===== src/wdt_pkg.sv =====
// Shared constants for the watchdog reset timer
package wdt_pkg;

  // ****************************************************************
  // Register byte offsets on the bus
  // ****************************************************************
  localparam logic [7:0] OFS_CTRL = 8'h00;
  localparam logic [7:0] OFS_CNT  = 8'h04;
  localparam logic [7:0] OFS_MCS2 = 8'h08;
  localparam logic [7:0] OFS_PFS3 = 8'h0c;
  localparam logic [7:0] OFS_ISTS = 8'h10;
  localparam logic [7:0] OFS_IMSK = 8'h14;

  // ****************************************************************
  // Field positions
  // ****************************************************************
  localparam int unsigned BIT_CNT_WEN_INH  = 7;
  localparam int unsigned BIT_CNT_WEN      = 6;
  localparam int unsigned BIT_CTRL_WEN_INH = 5;
  localparam int unsigned BIT_CTRL_WEN     = 4;
  localparam int unsigned BIT_WD_ON_INH    = 3;
  localparam int unsigned BIT_WD_ON        = 2;
  localparam int unsigned BIT_FLAG_INH     = 1;
  localparam int unsigned BIT_FLAG         = 0;
  localparam int unsigned BIT_MSTBY        = 2;
  localparam int unsigned BIT_CKSEL        = 5;
  localparam int unsigned IRQ_W            = 2;
  localparam int unsigned IRQ_OVF          = 0;
  localparam int unsigned IRQ_CNT_REJ      = 1;

  // ****************************************************************
  // Reset values
  // ****************************************************************
  localparam logic [7:0] CTRL_RST = 8'haa;
  localparam logic [7:0] CNT_RST  = 8'h00;
  localparam logic [7:0] MCS2_RST = 8'hff;
  localparam logic [7:0] PFS3_RST = 8'h00;

  // ****************************************************************
  // Timing counts
  // ****************************************************************
  localparam int unsigned SYS_DIV_DEF    = 8192;
  localparam int unsigned SUB_DIV_DEF    = 32;
  localparam int unsigned RST_CYCLES_DEF = 512;

  // ****************************************************************
  // Operating modes on the power mode input
  // ****************************************************************
  localparam logic [2:0] PM_ACTIVE   = 3'h0;
  localparam logic [2:0] PM_SLEEP    = 3'h1;
  localparam logic [2:0] PM_WATCH    = 3'h2;
  localparam logic [2:0] PM_SUBACT   = 3'h3;
  localparam logic [2:0] PM_SUBSLEEP = 3'h4;
  localparam logic [2:0] PM_STANDBY  = 3'h5;

  // Reset generator states, Gray along idle-wait-pulse
  typedef enum logic [1:0] {
    WDT_IDLE  = 2'b00,
    WDT_WAIT  = 2'b01,
    WDT_PULSE = 2'b11
  } wdt_state_e;

endpackage


===== src/wdt_top.sv =====
// Watchdog reset timer with classic Wishbone register slave
//
// Functional notes
// - Inhibit bits 7,5,3,1 read 1; protected bit written only when inhibit is 0.
// - Control bit 6 gates counter writes; reset value 0 blocks them.
// - Control bit 4 gates writes to control bits 2 and 0.
// - Watchdog-on set or cleared only with bit 4 set and inhibit 0.
// - Counter counts while watchdog-on is 1, stops when it is 0.
// - Reset flag set on overflow reset; cleared by pin or guarded 0 write.
// - Overflow reset clears only control bits 6,4,2, counter, standby, clock select and prescalers.
// - Eight-bit readable, writable up-counter, zero after reset.
// - Wrap from ff to 00 raises internal reset and sets the flag.
// - Clock select 0 picks system clock/8192, 1 picks sub clock/32.
// - Internal reset starts one reference clock after the overflowing tick.
// - Internal reset pulse lasts 512 oscillator clock cycles.
// - Counter resumes from written value, period 1 to 256 ticks.
// - Module standby bit 0 halts the watchdog; 1 releases, reset value.
// - Standby written while on is stored, takes effect once on clears.
// - Counter halts in watch, subsleep, standby; subactive needs sub clock.
`timescale 1ns/10ps
module wdt_top #(
  parameter int unsigned SYS_DIV    = wdt_pkg::SYS_DIV_DEF,
  parameter int unsigned SUB_DIV    = wdt_pkg::SUB_DIV_DEF,
  parameter int unsigned RST_CYCLES = wdt_pkg::RST_CYCLES_DEF
) (
  // Clock and external reset pin
  input  wire logic        clk_i,
  input  wire logic        rst_i,
  // Reference ticks and power mode
  input  wire logic        sub_tick_i,
  input  wire logic        osc_tick_i,
  input  wire logic [2:0]  pmode_i,
  // Wishbone slave
  input  wire logic        cyc_i,
  input  wire logic        stb_i,
  input  wire logic        we_i,
  input  wire logic [7:0]  adr_i,
  input  wire logic [3:0]  sel_i,
  input  wire logic [31:0] dat_i,
  output logic [31:0]      dat_o,
  output logic             ack_o,
  // Chip reset and interrupt
  output logic             wdt_rst_o,
  output logic             irq_o
);

  // ****************************************************************
  // Elaboration checks
  // ****************************************************************
  localparam int unsigned PW = (RST_CYCLES < 2) ? 1 : $clog2(RST_CYCLES);

  generate
    if (RST_CYCLES < 1) begin : g_bad_rst
      $error("wdt_top: RST_CYCLES must be at least 1");
    end
    // Prescalers need at least two source ticks per output tick
    if (SYS_DIV < 2) begin : g_bad_sys
      $error("wdt_top: SYS_DIV must be at least 2");
    end
    if (SUB_DIV < 2) begin : g_bad_sub
      $error("wdt_top: SUB_DIV must be at least 2");
    end
    // Pulse counter kept to a sane width
    if (PW > 16) begin : g_big_rst
      $error("wdt_top: RST_CYCLES must fit in 16 bits");
    end
  endgenerate

  // ****************************************************************
  // Helpers
  // ****************************************************************
  function automatic logic hit(input logic [7:0] a, input logic [7:0] o);
    return a[7:2] == o[7:2];
  endfunction

  function automatic logic mode_runs(input logic [2:0] m, input logic ck);
    logic r;
    r = 1'b0;
    case (m)
      wdt_pkg::PM_ACTIVE:   r = 1'b1;
      wdt_pkg::PM_SLEEP:    r = 1'b1;
      wdt_pkg::PM_SUBACT:   r = ck;
      wdt_pkg::PM_WATCH:    r = 1'b0;
      wdt_pkg::PM_SUBSLEEP: r = 1'b0;
      wdt_pkg::PM_STANDBY:  r = 1'b0;
      default:              r = 1'b0;
    endcase
    return r;
  endfunction

  // ****************************************************************
  // State
  // ****************************************************************
  wdt_pkg::wdt_state_e        st_q, st_d;
  logic [PW-1:0]              pcnt_q, pcnt_d;
  logic                       cnt_wen_q;
  logic                       ctrl_wen_q;
  logic                       wd_on_q;
  logic                       flag_q, flag_d;
  logic [7:0]                 cnt_q, cnt_d;
  logic                       mstby_q;
  logic                       cksel_q;
  logic [wdt_pkg::IRQ_W-1:0]  ists_q, ists_d;
  logic [wdt_pkg::IRQ_W-1:0]  imsk_q, imsk_d;
  logic                       ack_q;
  logic [31:0]                dat_q;
  logic                       watchdog_reset_flag_q;
  logic                       irq_q;

  // ****************************************************************
  // Bus decode
  // ****************************************************************
  wire       req      = cyc_i & stb_i & ~ack_q;
  wire       wr       = req & we_i & sel_i[0];
  wire       rd       = req & ~we_i;
  wire       hit_ctrl = hit(adr_i, wdt_pkg::OFS_CTRL);
  wire       hit_cnt  = hit(adr_i, wdt_pkg::OFS_CNT);
  wire       hit_mcs2 = hit(adr_i, wdt_pkg::OFS_MCS2);
  wire       hit_pfs3 = hit(adr_i, wdt_pkg::OFS_PFS3);
  wire       hit_ists = hit(adr_i, wdt_pkg::OFS_ISTS);
  wire       hit_imsk = hit(adr_i, wdt_pkg::OFS_IMSK);
  wire [7:0] wd       = dat_i[7:0];
  wire       ctrl_wr  = wr & hit_ctrl;

  // Internal reset clears only control bits 6,4,2, counter, standby, clock select and prescalers
  wire       pulse_on = (st_q == wdt_pkg::WDT_PULSE);
  wire       chip_rst = rst_i | pulse_on;

  // ****************************************************************
  // Control register write qualifiers
  // ****************************************************************
  wire cnt_wen_upd  = ctrl_wr & ~wd[wdt_pkg::BIT_CNT_WEN_INH];
  wire ctrl_wen_upd = ctrl_wr & ~wd[wdt_pkg::BIT_CTRL_WEN_INH];
  // Enable taken from before the write: one write cannot unlock itself
  wire wd_on_upd    = ctrl_wr & ctrl_wen_q
                    & ~wd[wdt_pkg::BIT_WD_ON_INH];
  wire flag_clr     = ctrl_wr & ctrl_wen_q
                    & ~wd[wdt_pkg::BIT_FLAG_INH]
                    & ~wd[wdt_pkg::BIT_FLAG];

  // ****************************************************************
  // Count clock selection and gating
  // ****************************************************************
  logic sys_tick;
  logic sub_tick;

  wdt_prescaler #(
    .DIV (SYS_DIV)
  ) u_sys_div (
    .clk_i  (clk_i),
    .rst_i  (chip_rst),
    .tick_i (1'b1),
    .tick_o (sys_tick)
  );

  wdt_prescaler #(
    .DIV (SUB_DIV)
  ) u_sub_div (
    .clk_i  (clk_i),
    .rst_i  (chip_rst),
    .tick_i (sub_tick_i),
    .tick_o (sub_tick)
  );

  wire in_tick  = cksel_q ? sub_tick : sys_tick;
  wire standby  = ~mstby_q & ~wd_on_q;
  wire runs     = mode_runs(pmode_i, cksel_q);
  wire cnt_inc  = wd_on_q & ~standby & runs & in_tick;
  wire cnt_wr   = wr & hit_cnt & cnt_wen_q;
  wire cnt_rej  = wr & hit_cnt & ~cnt_wen_q;
  wire overflow = cnt_inc & ~cnt_wr & (cnt_q == 8'hff);

  // Counter write beats an increment in the same cycle
  assign cnt_d = cnt_wr  ? wd :
                 cnt_inc ? cnt_q + 8'h01 :
                 cnt_q;

  // ****************************************************************
  // Internal reset generator
  // ****************************************************************
  wire ref_tick  = cksel_q ? sub_tick_i : 1'b1;
  wire flag_set  = (st_q == wdt_pkg::WDT_WAIT) & ref_tick;
  wire pulse_end = osc_tick_i & (pcnt_q == PW'(RST_CYCLES - 1));

  always_comb begin
    st_d   = st_q;
    pcnt_d = pcnt_q;
    case (st_q)
      wdt_pkg::WDT_IDLE: begin
        if (overflow) begin
          st_d = wdt_pkg::WDT_WAIT;
        end
      end
      wdt_pkg::WDT_WAIT: begin
        if (ref_tick) begin
          st_d   = wdt_pkg::WDT_PULSE;
          pcnt_d = '0;
        end
      end
      wdt_pkg::WDT_PULSE: begin
        if (pulse_end) begin
          st_d = wdt_pkg::WDT_IDLE;
        end else if (osc_tick_i) begin
          pcnt_d = pcnt_q + PW'(1);
        end
      end
      default: begin
        st_d = wdt_pkg::WDT_IDLE;
      end
    endcase
  end

  // Flag survives the internal reset; set wins over clear
  assign flag_d = flag_set | (flag_q & ~flag_clr);

  // ****************************************************************
  // Interrupt status and mask
  // ****************************************************************
  wire [wdt_pkg::IRQ_W-1:0] ev = {cnt_rej, flag_set};
  wire                      ists_clr = rd & hit_ists;

  assign ists_d = ev | (ists_q & {wdt_pkg::IRQ_W{~ists_clr}});
  assign imsk_d = (wr & hit_imsk) ? wd[wdt_pkg::IRQ_W-1:0] : imsk_q;

  // ****************************************************************
  // Read data
  // ****************************************************************
  wire [7:0] ctrl_rd = {1'b1, cnt_wen_q, 1'b1, ctrl_wen_q,
                        1'b1, wd_on_q,   1'b1, flag_q};
  wire [7:0] mcs2_rd = {5'h1f, mstby_q, 2'h3};
  wire [7:0] pfs3_rd = {2'h0, cksel_q, 5'h00};
  wire [7:0] ists_rd = {{(8 - wdt_pkg::IRQ_W){1'b0}}, ists_q};
  wire [7:0] imsk_rd = {{(8 - wdt_pkg::IRQ_W){1'b0}}, imsk_q};
  wire [7:0] rdata   = hit_ctrl ? ctrl_rd :
                       hit_cnt  ? cnt_q   :
                       hit_mcs2 ? mcs2_rd :
                       hit_pfs3 ? pfs3_rd :
                       hit_ists ? ists_rd :
                       hit_imsk ? imsk_rd :
                       8'h00;

  // ****************************************************************
  // Registers cleared by either reset source
  // ****************************************************************
  always_ff @(posedge clk_i) begin
    if (chip_rst) begin
      cnt_wen_q  <= wdt_pkg::CTRL_RST[wdt_pkg::BIT_CNT_WEN];
      ctrl_wen_q <= wdt_pkg::CTRL_RST[wdt_pkg::BIT_CTRL_WEN];
      wd_on_q    <= wdt_pkg::CTRL_RST[wdt_pkg::BIT_WD_ON];
    end else begin
      if (cnt_wen_upd) begin
        cnt_wen_q <= wd[wdt_pkg::BIT_CNT_WEN];
      end
      if (ctrl_wen_upd) begin
        ctrl_wen_q <= wd[wdt_pkg::BIT_CTRL_WEN];
      end
      if (wd_on_upd) begin
        wd_on_q <= wd[wdt_pkg::BIT_WD_ON];
      end
    end
  end

  always_ff @(posedge clk_i) begin
    if (chip_rst) begin
      cnt_q   <= wdt_pkg::CNT_RST;
      mstby_q <= wdt_pkg::MCS2_RST[wdt_pkg::BIT_MSTBY];
      cksel_q <= wdt_pkg::PFS3_RST[wdt_pkg::BIT_CKSEL];
    end else begin
      cnt_q <= cnt_d;
      if (wr & hit_mcs2) begin
        mstby_q <= wd[wdt_pkg::BIT_MSTBY];
      end
      if (wr & hit_pfs3) begin
        cksel_q <= wd[wdt_pkg::BIT_CKSEL];
      end
    end
  end

  // ****************************************************************
  // Registers cleared by the pin only
  // ****************************************************************
  always_ff @(posedge clk_i) begin
    if (rst_i) begin
      st_q   <= wdt_pkg::WDT_IDLE;
      pcnt_q <= '0;
      flag_q <= wdt_pkg::CTRL_RST[wdt_pkg::BIT_FLAG];
      watchdog_reset_flag_q <= 1'b0;
    end else begin
      st_q   <= st_d;
      pcnt_q <= pcnt_d;
      flag_q <= flag_d;
      watchdog_reset_flag_q <= (st_d == wdt_pkg::WDT_PULSE);
    end
  end

  always_ff @(posedge clk_i) begin
    if (rst_i) begin
      ists_q <= '0;
      imsk_q <= '0;
      irq_q  <= 1'b0;
    end else begin
      ists_q <= ists_d;
      imsk_q <= imsk_d;
      irq_q  <= |(ists_d & imsk_d);
    end
  end

  // ****************************************************************
  // Bus answer
  // ****************************************************************
  always_ff @(posedge clk_i) begin
    if (rst_i) begin
      ack_q <= 1'b0;
      dat_q <= 32'h0000_0000;
    end else begin
      ack_q <= req;
      if (rd) begin
        dat_q <= {24'h00_0000, rdata};
      end
    end
  end

  // ****************************************************************
  // Outputs, all straight from flip-flops
  // ****************************************************************
  // Registered so that the pulse never glitches across the chip
  assign dat_o     = dat_q;
  assign ack_o     = ack_q;
  assign wdt_rst_o = watchdog_reset_flag_q;
  assign irq_o     = irq_q;

endmodule // wdt_top


===== src/wdt_prescaler.sv =====
// Tick divider for the watchdog count clock
`timescale 1ns/10ps
module wdt_prescaler #(
  parameter int unsigned DIV = 32
) (
  // Clock and reset
  input  wire logic clk_i,
  input  wire logic rst_i,
  // Source ticks and divided tick
  input  wire logic tick_i,
  output logic      tick_o
);

  localparam int unsigned CW = (DIV < 2) ? 1 : $clog2(DIV);

  generate
    if (DIV < 2) begin : g_bad_div
      $error("wdt_prescaler: DIV must be at least 2");
    end
  endgenerate

  logic [CW-1:0] cnt_q;
  logic          tick_q;
  wire           last = (cnt_q == CW'(DIV - 1));

  always_ff @(posedge clk_i) begin
    if (rst_i) begin
      cnt_q  <= '0;
      tick_q <= 1'b0;
    end else begin
      tick_q <= tick_i & last;
      if (tick_i) begin
        cnt_q <= last ? '0 : cnt_q + CW'(1);
      end
    end
  end

  assign tick_o = tick_q;

endmodule // wdt_prescaler


===== config.mk =====
export PLATFORM = sky130hd
export DESIGN_NAME = wdt_top
export DESIGN_NICKNAME = d
export VERILOG_FILES = /design/src/wdt_pkg.sv /design/src/wdt_top.sv /design/src/wdt_prescaler.sv
export SDC_FILE = /design/constraint.sdc
export NUM_CORES = 1
export LEC_CHECK = 0
export ABC_AREA = 1
export CAP_MARGIN = 40
export CORE_MARGIN = 10
export CORE_UTILIZATION = 55
export DETAILED_ROUTE_END_ITERATION = 16
export DONT_BUFFER_PORTS = 1
export PLACE_DENSITY = 0.68
export SYNTH_ARGS = -nofsm -noshare
export SYNTH_HDL_FRONTEND = slang
export SYNTH_SLANG_ARGS = --single-unit

===== constraint.sdc =====
create_clock -name clk_i -period 4 [get_ports clk_i]
set_input_delay 0.8 -clock clk_i [delete_from_list [all_inputs] [get_ports clk_i]]
set_output_delay 0.8 -clock clk_i [all_outputs]
set_load 0.02 [all_outputs]

==> results by group, run 1 <==
Route
  • Routed via count: 2,473
  • Vias per inst: 4.97
  • DRT Wirelength: 6230 um
  • Initial detailed-routing violation count: 127
  • Antenna violation net count after detailed routing: 0
  • DR WL/cell: 12.5 um
  • DRT Pass-1 Iters: 4
  • # DRC: 0

Global routing
  • Vias in the first global route: 2,329
  • Initial antenna violation count: 0
  • Overall Global Routing Usage: 14.5%
  • Wire length of the first global-routing pass: 10,400 um
  • Largest net degree at the start of global routing: 19
  • GRT overflow: 0

STA
  • RSZ-0062 raised after global routing: false
  • Final Hold Fails: 0
  • Slew @ Worst Pin: 666 ps
  • Setup violations, final: 0
  • F_max: 528 MHz
  • Slew HR: 55.4%
  • Setup TNS: 0 ps
  • Clock Skew: 4.88 ps
  • Final WS setup: 2110 ps
  • Max-slew violations: 0
  • Period utilization: 47.4%
  • Final worst path period need: 1890 ps

Setup path
  • Crit path kind: flop to flop
  • Crit path launch type: flop
  • Critical path arrival: 2110 ps
  • Data required, critical path: 4210 ps
  • Setup crit end kind: flop
  • Max Fanout on Critical Path: 11

Die
  • Vert. Die Dim: 94.5 um
  • IO Pins: 89
  • Starting density of the core: 56.1%
  • Die area: 0.00893 mm2
  • Rows: 27
  • Die width: 94.5 um
  • Core area: 0.00544 mm2

Outcome
  • Status: completed

Clock tree
  • CTS clk-pin slew, worst paths: 60 ps
  • Htree depth: 3
  • Root Driver: clkbuf_8
  • Setup Fix Bufs, Post-CTS: 0
  • CTS Buf Count: 9
  • Clock latency reported for the late side of the worst-skew pair: 330 ps
  • CTS tree: built
  • Post-CTS Resized: 0
  • Number of hold buffers added after CTS: 0
  • CTS sink count: 60
  • Clk buf depth: 2

Yosys
  • Post-Syn Area: 0.00305 mm2
  • Syn avg cell area: 7.32 um2
  • Synthesized flop and latch total: 60
  • Post-synth EDFFs: 0
  • Synth unique cells: 36
  • Primary FF master, synth: dfxtp_1
  • Register area share after synthesis: 39.4%
  • YS warnings: 0
  • Cells after synthesis: 417
  • Post-synthesis async set-or-reset flop share: 0%

Place
  • Pre-CTS WS: 1820 ps
  • Gpl congestion: 0.823
  • I/O Buffers: 0
  • HPWL after DPL: 4790 um

Power
  • Sequential Power Share: 53.8%
  • Leak: 0.00135 uW
  • Switching Fraction: 23.9%
  • Internal power: 873 uW
  • Pwr dens: 361 mW/mm2
  • Switch Pwr: 274 uW
  • Clock power frac: 40.9%
  • Combinational Power Share: 5.4%
  • Max VDD drop: 0.196 mV

Layout
  • Final #Nets: 482
  • Final Core Density: 58.5%
  • Share of cells above drive strength 1: 7.75%
  • Layout area overhead: 4.22%
  • Ant diodes: 0

Hold path
  • HP Class: flop to flop

Flow run
  • Total of max-cap violations: 0
[path summary, 6_finish.rpt]
kind	start	endpoint	slack (ps)	cells past startpoint
setup / recovery	ack_o	dat_o[6]	2110	5
hold / removal	u_sys_div.cnt_q[12]	u_sys_div.cnt_q[12]	450	2
setup reg to reg	ack_o	dat_o[6]	2110	5
hold reg to reg	u_sys_div.cnt_q[12]	u_sys_div.cnt_q[12]	450	2
[state kept, by name, summed over array words and instances, names as in the netlist]
signal	count
u_sub_div.tick_o	1
cksel_q	1
st_q	2
pcnt_q	9
wdt_rst_o	1
u_sys_div.tick_o	1
imsk_q	2
cnt_q	8
cnt_wen_q	1
u_sys_div.cnt_q	13
wd_on_q	1
u_sub_div.cnt_q	5
ctrl_wen_q	1
dat_o	8
ists_q	2
ack_o	1
flag_q	1
irq_o	1
mstby_q	1
[synth_stat cells, types with 2 or more instances]
master / count / area (um2)
nor2_2: 2 / 12.5
xor2_1: 9 / 78.8
nand3b_1: 4 / 30.0
xnor2_1: 5 / 43.8
dfxtp_1: 60 / 1200
inv_2: 2 / 7.51
nand4_1: 6 / 37.5
buf_4: 25 / 188
buf_6: 2 / 22.5
nand2_1: 75 / 282
nand3_1: 22 / 110
nor3_1: 12 / 60.1
or2_1: 2 / 12.5
inv_1: 50 / 188
o211ai_1: 3 / 22.5
a31oi_1: 4 / 25.0
buf_2: 2 / 10.0
a21oi_1: 33 / 165
o21ai_0: 21 / 105
nor2_1: 52 / 195
ha_1: 6 / 75.1
nand2_2: 5 / 31.3
o21ai_1: 2 / 10.0
[layer usage]
metal	vias up	part of all wire (%)	global-route usage (%)
met1	1099	41	16.0
met3	12	10	6.19
met5	-	0	0
li1	1299	-	-
met4	0	2.1	6.98
met2	63	46	23.7
[cells in the final DEF (no fill, tap or decap), drive strengths merged]
master  count
nor3b       1
dfxtp      60
clkbuf     13
conb       24
ha          6
a31oi       4
nor3       14
o21ai      23
nand3b      4
clkinv      2
xor2        9
nand3      24
xnor2       5
nand2      81
nand4       6
buf         1
a21oi      34
nor2       56
or2         4
o211ai      3
inv        52
[logic make-up (layout without fill, tap and decap cells)]
logic type,count (synthesis),after routing,synth area share [%]
adder cells (fa/ha/maj),6,6,2.46
buffers and inverters,82,68,13.7
XOR/XNOR,14,14,4.02
other,1,24,0.123
AND/OR/NAND/NOR,190,190,29.2
flip-flops,60,60,39.4
AO/OA/AOI/OAI,64,64,11.0
[power groups by stage]
stage / clock network, uW / registers [uW] / logic, uW
2_1_floorplan: 0 / 628 / 73.4
3_3_place_gp: 0 / 630 / 58.8
3_5_place_dp: 0 / 630 / 60.1
4_1_cts: 491 / 617 / 60.3
5_1_grt: 516 / 617 / 69.8
6_report: 468 / 617 / 61.4
[per-stage QoR]
step                hold WS, ps  area (um2)  total power, uW  std cells
finish                      451        3180             1150        498
floorplan                   417        3140              702        440
global route                484        3180             1200        498
detailed placement          443        3010              690        483
global placement            432        3000              689        482
CTS                         453        3180             1170        498
[layout make-up]
class / instances / area, um2
clock inverters: 2 / 10.0
clock buffers: 13 / 159
flip-flops and latches: 60 / 1200
inverters: 52 / 195
fillers: 540 / 2260
multi-input cells: 298 / 1520
repair buffers: 1 / 7.51
well taps: 72 / 90.1
[worst max-delay path, stage by stage, from the launching register on]
cell      delay, ps
dfxtp_1         370
nand3b_1        230
nor2_1          540
inv_1           230
a21oi_1         290
a21oi_1         110
Power figures use the tool's default switching activity.
==> run 2: changes to the inputs <==
PLACE_DENSITY = 0.71   (was 0.68)
clock period = 1.5 ns   (was 4 ns; I/O delays follow)
==> run 2 against run 1 <==
Maximum frequency increased by 6.6%. Die area unchanged. Critical endpoint is now pcnt_q[2]. The flow now finishes with violations (setup timing). Final cell count increased by 8.8%.
==> results by group, run 2 (synthesis results as in run 1) <==
Layout
  • Multi-input gate area: 0.00170 mm2
  • Share of cells above drive strength 1: 25.1%
  • Final-layout fill cell count: 428
  • Final #Nets: 525
  • Ant diodes: 0
  • Biggest regs: u_sys_div.cnt_q x13, pcnt_q x9
  • Max FFs per register: 13
  • Sequential cell area: 0.00121 mm2
  • Commonest cells after routing, fill and taps aside: nand2_1, dfxtp_1, inv_1
  • Final Core Density: 69.7%
  • Most common cell after layout, fill and taps aside: nand2_1
  • Largest reg by FF count: u_sys_div.cnt_q
  • Layout area overhead: 24.3%

Outcome
  • Status: complete, but fails checks
  • Failing checks: setup timing

STA
  • Max-slew violations: 0
  • Hold slack final: 9.70 ps
  • Final Hold Fails: 0
  • Final WS setup: -277 ps
  • Setup violations, final: 11
  • F_max: 563 MHz
  • RSZ-0062 raised after global routing: true
  • Period utilization: 118%
  • Final worst path period need: 1780 ps
  • Clock Skew: 9.13 ps
  • Setup TNS: -2100 ps

Global routing
  • Wire length of the first global-routing pass: 11,400 um
  • Vias in the first global route: 2,514
  • GRT overflow: 0
  • Initial antenna violation count: 0
  • Largest net degree at the start of global routing: 19
  • Overall Global Routing Usage: 16.0%

Die
  • Rows: 27
  • Starting density of the core: 56.1%
  • Vert. Die Dim: 94.5 um
  • Die area: 0.00893 mm2
  • Die width: 94.5 um
  • Core area: 0.00544 mm2
  • IO Pins: 89

Route
  • DRT Wirelength: 7660 um
  • Metal3 WL: 691 um
  • DRT Pass-1 Iters: 4
  • Vias per inst: 5.14
  • Met2 wire length: 3850 um
  • Max Used Layer: met4
  • Initial detailed-routing violation count: 136
  • Routed via count: 2,786
  • DR WL/cell: 14.1 um
  • Antenna violation net count after detailed routing: 0
  • # DRC: 0
  • M1 WL: 2900 um

Setup path
  • Critical path arrival: 2010 ps
  • Crit path launch type: flop
  • Data required, critical path: 1730 ps
  • Max Fanout on Critical Path: 5
  • Setup crit end kind: flop
  • Crit path kind: flop to flop

Place
  • I/O Buffers: 0
  • HPWL after DPL: 5160 um
  • Gpl congestion: 0.806
  • Pre-CTS WS: -255 ps

Clock tree
  • Htree depth: 3
  • CTS Buf Count: 9
  • Clock latency reported for the late side of the worst-skew pair: 350 ps
  • Clk buf depth: 2
  • CTS sink count: 60
  • CTS tree: built
  • CTS clk-pin slew, worst paths: 70 ps
  • Root Driver: clkbuf_8

Hold path
  • HP Class: input port to flop

Flow run
  • Total of max-cap violations: 0

Power
  • Leak: 0.00168 uW
  • Max VDD drop: 0.879 mV
  • Pwr dens: 977 mW/mm2
## run 2: changes by cell type in the layout (fill, tap and decap cells not counted), sizes merged
cell and change:
clkinv -1, clkbuf -1, dlygate4sd3 +1, bufinv +3, buf +42
## run 2: final timing paths
path	cells after the start	slack (ps)	end	from
min reg2reg	2	460	ctrl_wen_q	ctrl_wen_q
max reg2reg	12	-280	pcnt_q[2]	pcnt_q[0]
max	12	-280	pcnt_q[2]	pcnt_q[0]
min	1	10	st_q[1]	rst_i
## run 2: metal layers
| metal | vias to the layer above | global-route usage, % |
|---|---|---|
| met3 | 23 | 6.03 |
| li1 | 1388 | - |
| met2 | 97 | 26.7 |
| met5 | - | 0 |
| met4 | 0 | 8.48 |
| met1 | 1278 | 17.3 |
## run 2: final cells by class
type	instances	share of cell area, %
inverters	52	5.21
well taps	72	2.38
clock inverters	4	2.51
flip-flops and latches	60	31.8
multi-input cells	298	44.8
repair buffers	44	9.17
clock buffers	12	4.09
## run 2: per-stage QoR
stage | power (uW) | instance area, um2 | cells
final | 3700 | 3790 | 542
after global placement | 1860 | 3220 | 509
after floorplan | 1870 | 3150 | 440
after global routing | 3820 | 3790 | 542
after detailed placement | 1860 | 3220 | 509
after CTS | 3670 | 3540 | 532
## run 2: critical path: stages, from the launching register on
cell and delay, ps:
dfxtp_2 350, ha_4 140, nand2_2 50, inv_2 60
nand4_1 120, nor2_1 140, ha_2 190, nand2_2 50
nand4_1 100, nand2_4 100, buf_4 160, a21oi_4 120
nor3_1 70
## run 2: report_power, final
group,switching (uW),total (uW),internal [uW]
logic,150,217,66.5
registers,31.2,1650,1620
clock network,648,1840,1190
## run 2: timing repair
item,4_1_cts,5_1_grt
hold buffers,0,1
endpoints found under the hold margin,0,4
gates resized for setup,6,48
buffers inserted,7,9
endpoints found under the setup margin,17,29
gates cloned,0,0
pin swaps,3,16
==> run 3: changes to the inputs <==
CORE_ASPECT_RATIO = 1.1   (was unset)
CORE_UTILIZATION = 40   (was 55)
PLACE_DENSITY = 0.54   (was 0.71)
==> run 3 against run 2 <==
The flow still finishes with violations (setup timing). Largest cell class unchanged. Total power down 4.3%. Non-clock buffer count is 1 higher. Count of clock-buffer cells in the layout unchanged. Highest routed layer unchanged. Sequential share of layout area hardly changed. Sequential power barely moved. Routed wire length down 6.7%. Clock power decreased by 8%.
==> results by group, run 3 (synthesis results as in run 1) <==
Route
  • Vias per inst: 4.73
  • # DRC: 0
  • Antenna violation net count after detailed routing: 0
  • DR WL/cell: 12.8 um
  • Initial detailed-routing violation count: 70
  • DRT Wirelength: 7140 um
  • DRT Pass-1 Iters: 4
  • Routed via count: 2,641

Layout
  • Final Core Density: 51.0%
  • Final #Nets: 526
  • Max FFs per register: 13
  • Largest reg by FF count: u_sys_div.cnt_q
  • Multi-input gate area: 0.00168 mm2
  • Biggest regs: u_sys_div.cnt_q x13, pcnt_q x9
  • Layout area overhead: 24.2%
  • Final-layout fill cell count: 709
  • Design area: 0.00379 mm2
  • Commonest cells after routing, fill and taps aside: nand2_1, dfxtp_1, nor2_1, inv_1, buf_4
  • Most common cell after layout, fill and taps aside: nand2_1
  • Share of cells above drive strength 1: 24.4%
  • Sequential cell area: 0.00121 mm2
  • Ant diodes: 0

Setup path
  • Crit path launch type: flop
  • Reg2Reg Setup Slack: -270 ps
  • Data required, critical path: 1750 ps
  • Setup crit start: pcnt_q[0]
  • FF-to-FF End: pcnt_q[7]
  • Max Fanout on Critical Path: 5
  • Setup crit end: pcnt_q[7]
  • Reg2reg path depth: 14
  • FF-to-FF Start: pcnt_q[0]
  • Crit path kind: flop to flop
  • Setup crit end kind: flop
  • Critical path arrival: 2020 ps

STA
  • Clock Skew: 12.3 ps
  • Setup violations, final: 12
  • RSZ-0062 raised after global routing: true
  • Max-slew violations: 0
  • Period utilization: 118%
  • F_max: 564 MHz
  • Hold slack final: 18.4 ps
  • Final WS setup: -274 ps
  • Setup TNS: -2020 ps
  • Final worst path period need: 1770 ps
  • Final Hold Fails: 0

Flow run
  • Total of max-cap violations: 0

Die
  • Die area: 0.0115 mm2
  • Starting density of the core: 41.0%
  • IO Pins: 89
  • Vert. Die Dim: 112 um
  • Die width: 103 um
  • Rows: 33
  • Core area: 0.00743 mm2

Place
  • I/O Buffers: 0
  • Placed inst area: 0.00328 mm2
  • Gpl congestion: 0.821
  • HPWL after DPL: 5360 um

Power
  • Switch Pwr: 800 uW
  • Internal power: 2740 uW
  • Leak: 0.00167 uW
  • Sequential Power Share: 46.4%
  • Switching Fraction: 22.6%
  • Pwr dens: 936 mW/mm2
  • Clock power frac: 47.8%
  • Max VDD drop: 0.354 mV
  • Combinational Power Share: 5.7%

Outcome
  • Failing checks: setup timing
  • Status: complete, but fails checks

Global routing
  • GRT overflow: 0
  • Largest net degree at the start of global routing: 19
  • Vias in the first global route: 2,471
  • Wire length of the first global-routing pass: 11,000 um
  • Overall Global Routing Usage: 12.0%
  • Initial antenna violation count: 0

Clock tree
  • CTS Buf Count: 9
  • Root Driver: clkbuf_8
  • CTS sink count: 60
  • Clock latency reported for the late side of the worst-skew pair: 350 ps
  • CTS tree: built
  • Clk buf depth: 2
  • CTS clk-pin slew, worst paths: 70 ps
  • Htree depth: 3

Hold path
  • HP Class: input port to flop
==> run 3: cell types whose count changed in the layout (fill, tap and decap cells not counted), sizes merged <==
cell    before  now
buf         43   44
bufinv       3    2
clkinv       1    2
==> run 3: cell type report <==
class                           count  share of cell area [%]
Tap cell                           87                    2.87
Inverter                           52                    5.22
Timing Repair Buffer               45                    9.58
Clock inverter                      4                    1.85
Multi-Input combinational cell    298                    44.3
Clock buffer                       12                    4.36
Sequential cell                    60                    31.9
==> run 3: power groups by stage <==
| stage | Clock (uW) | Sequential [uW] | Combinational (uW) |
|---|---|---|---|
| finish | 1700 | 1650 | 203 |
| global route | 1810 | 1650 | 227 |
| CTS | 1740 | 1640 | 190 |
| detailed placement | 0 | 1680 | 186 |
| global placement | 0 | 1680 | 185 |
| floorplan | 0 | 1680 | 196 |
==> run 3: routing by layer <==
metal	up-vias	part of all wire (%)	track usage, %
met4	0	3.4	8.17
met2	58	50	20.0
met5	-	0	0
met1	1173	39	12.9
met3	19	6.9	3.28
li1	1391	-	-
==> run 3: how the worst min path moves through the flow <==
stage	from	to	slack, ps	depth (start not counted)
floorplan	u_sys_div.cnt_q[0]	u_sys_div.cnt_q[0]	420	1
global placement	rst_i	dat_o[0]	370	1
detailed placement	rst_i	dat_o[0]	370	1
CTS	rst_i	imsk_q[1]	7	1
global route	rst_i	wdt_rst_o	4	1
finish	rst_i	dat_o[0]	20	1
==> run 3: critical path, cell delays in order, from the launching register on <==
cell	delay (ps)
dfxtp_2	340
ha_4	160
nand2_2	70
inv_2	40
nand4_1	80
nor2_1	60
ha_2	160
nand2_2	60
nand4_1	120
nand2_4	150
nand2_4	80
nor3_4	160
nand3_1	90
nand2_1	70
nor2_1	40
==> run 3: stage by stage <==
step / setup WS [ps] / total power [uW] / instances
finish: -274 / 3540 / 558
global placement: -230 / 1860 / 529
detailed placement: -270 / 1860 / 529
CTS: -282 / 3570 / 556
floorplan: -160 / 1870 / 440
global route: -446 / 3690 / 558
==> run 3: timing repair <==
item	4_1_cts	5_1_grt
hold buffers	1	0
setup buffers	10	2
pin swaps	7	7
setup endpoints to repair	21	30
gates resized for setup	14	35
endpoints found under the hold margin	1	0
gates cloned	0	0
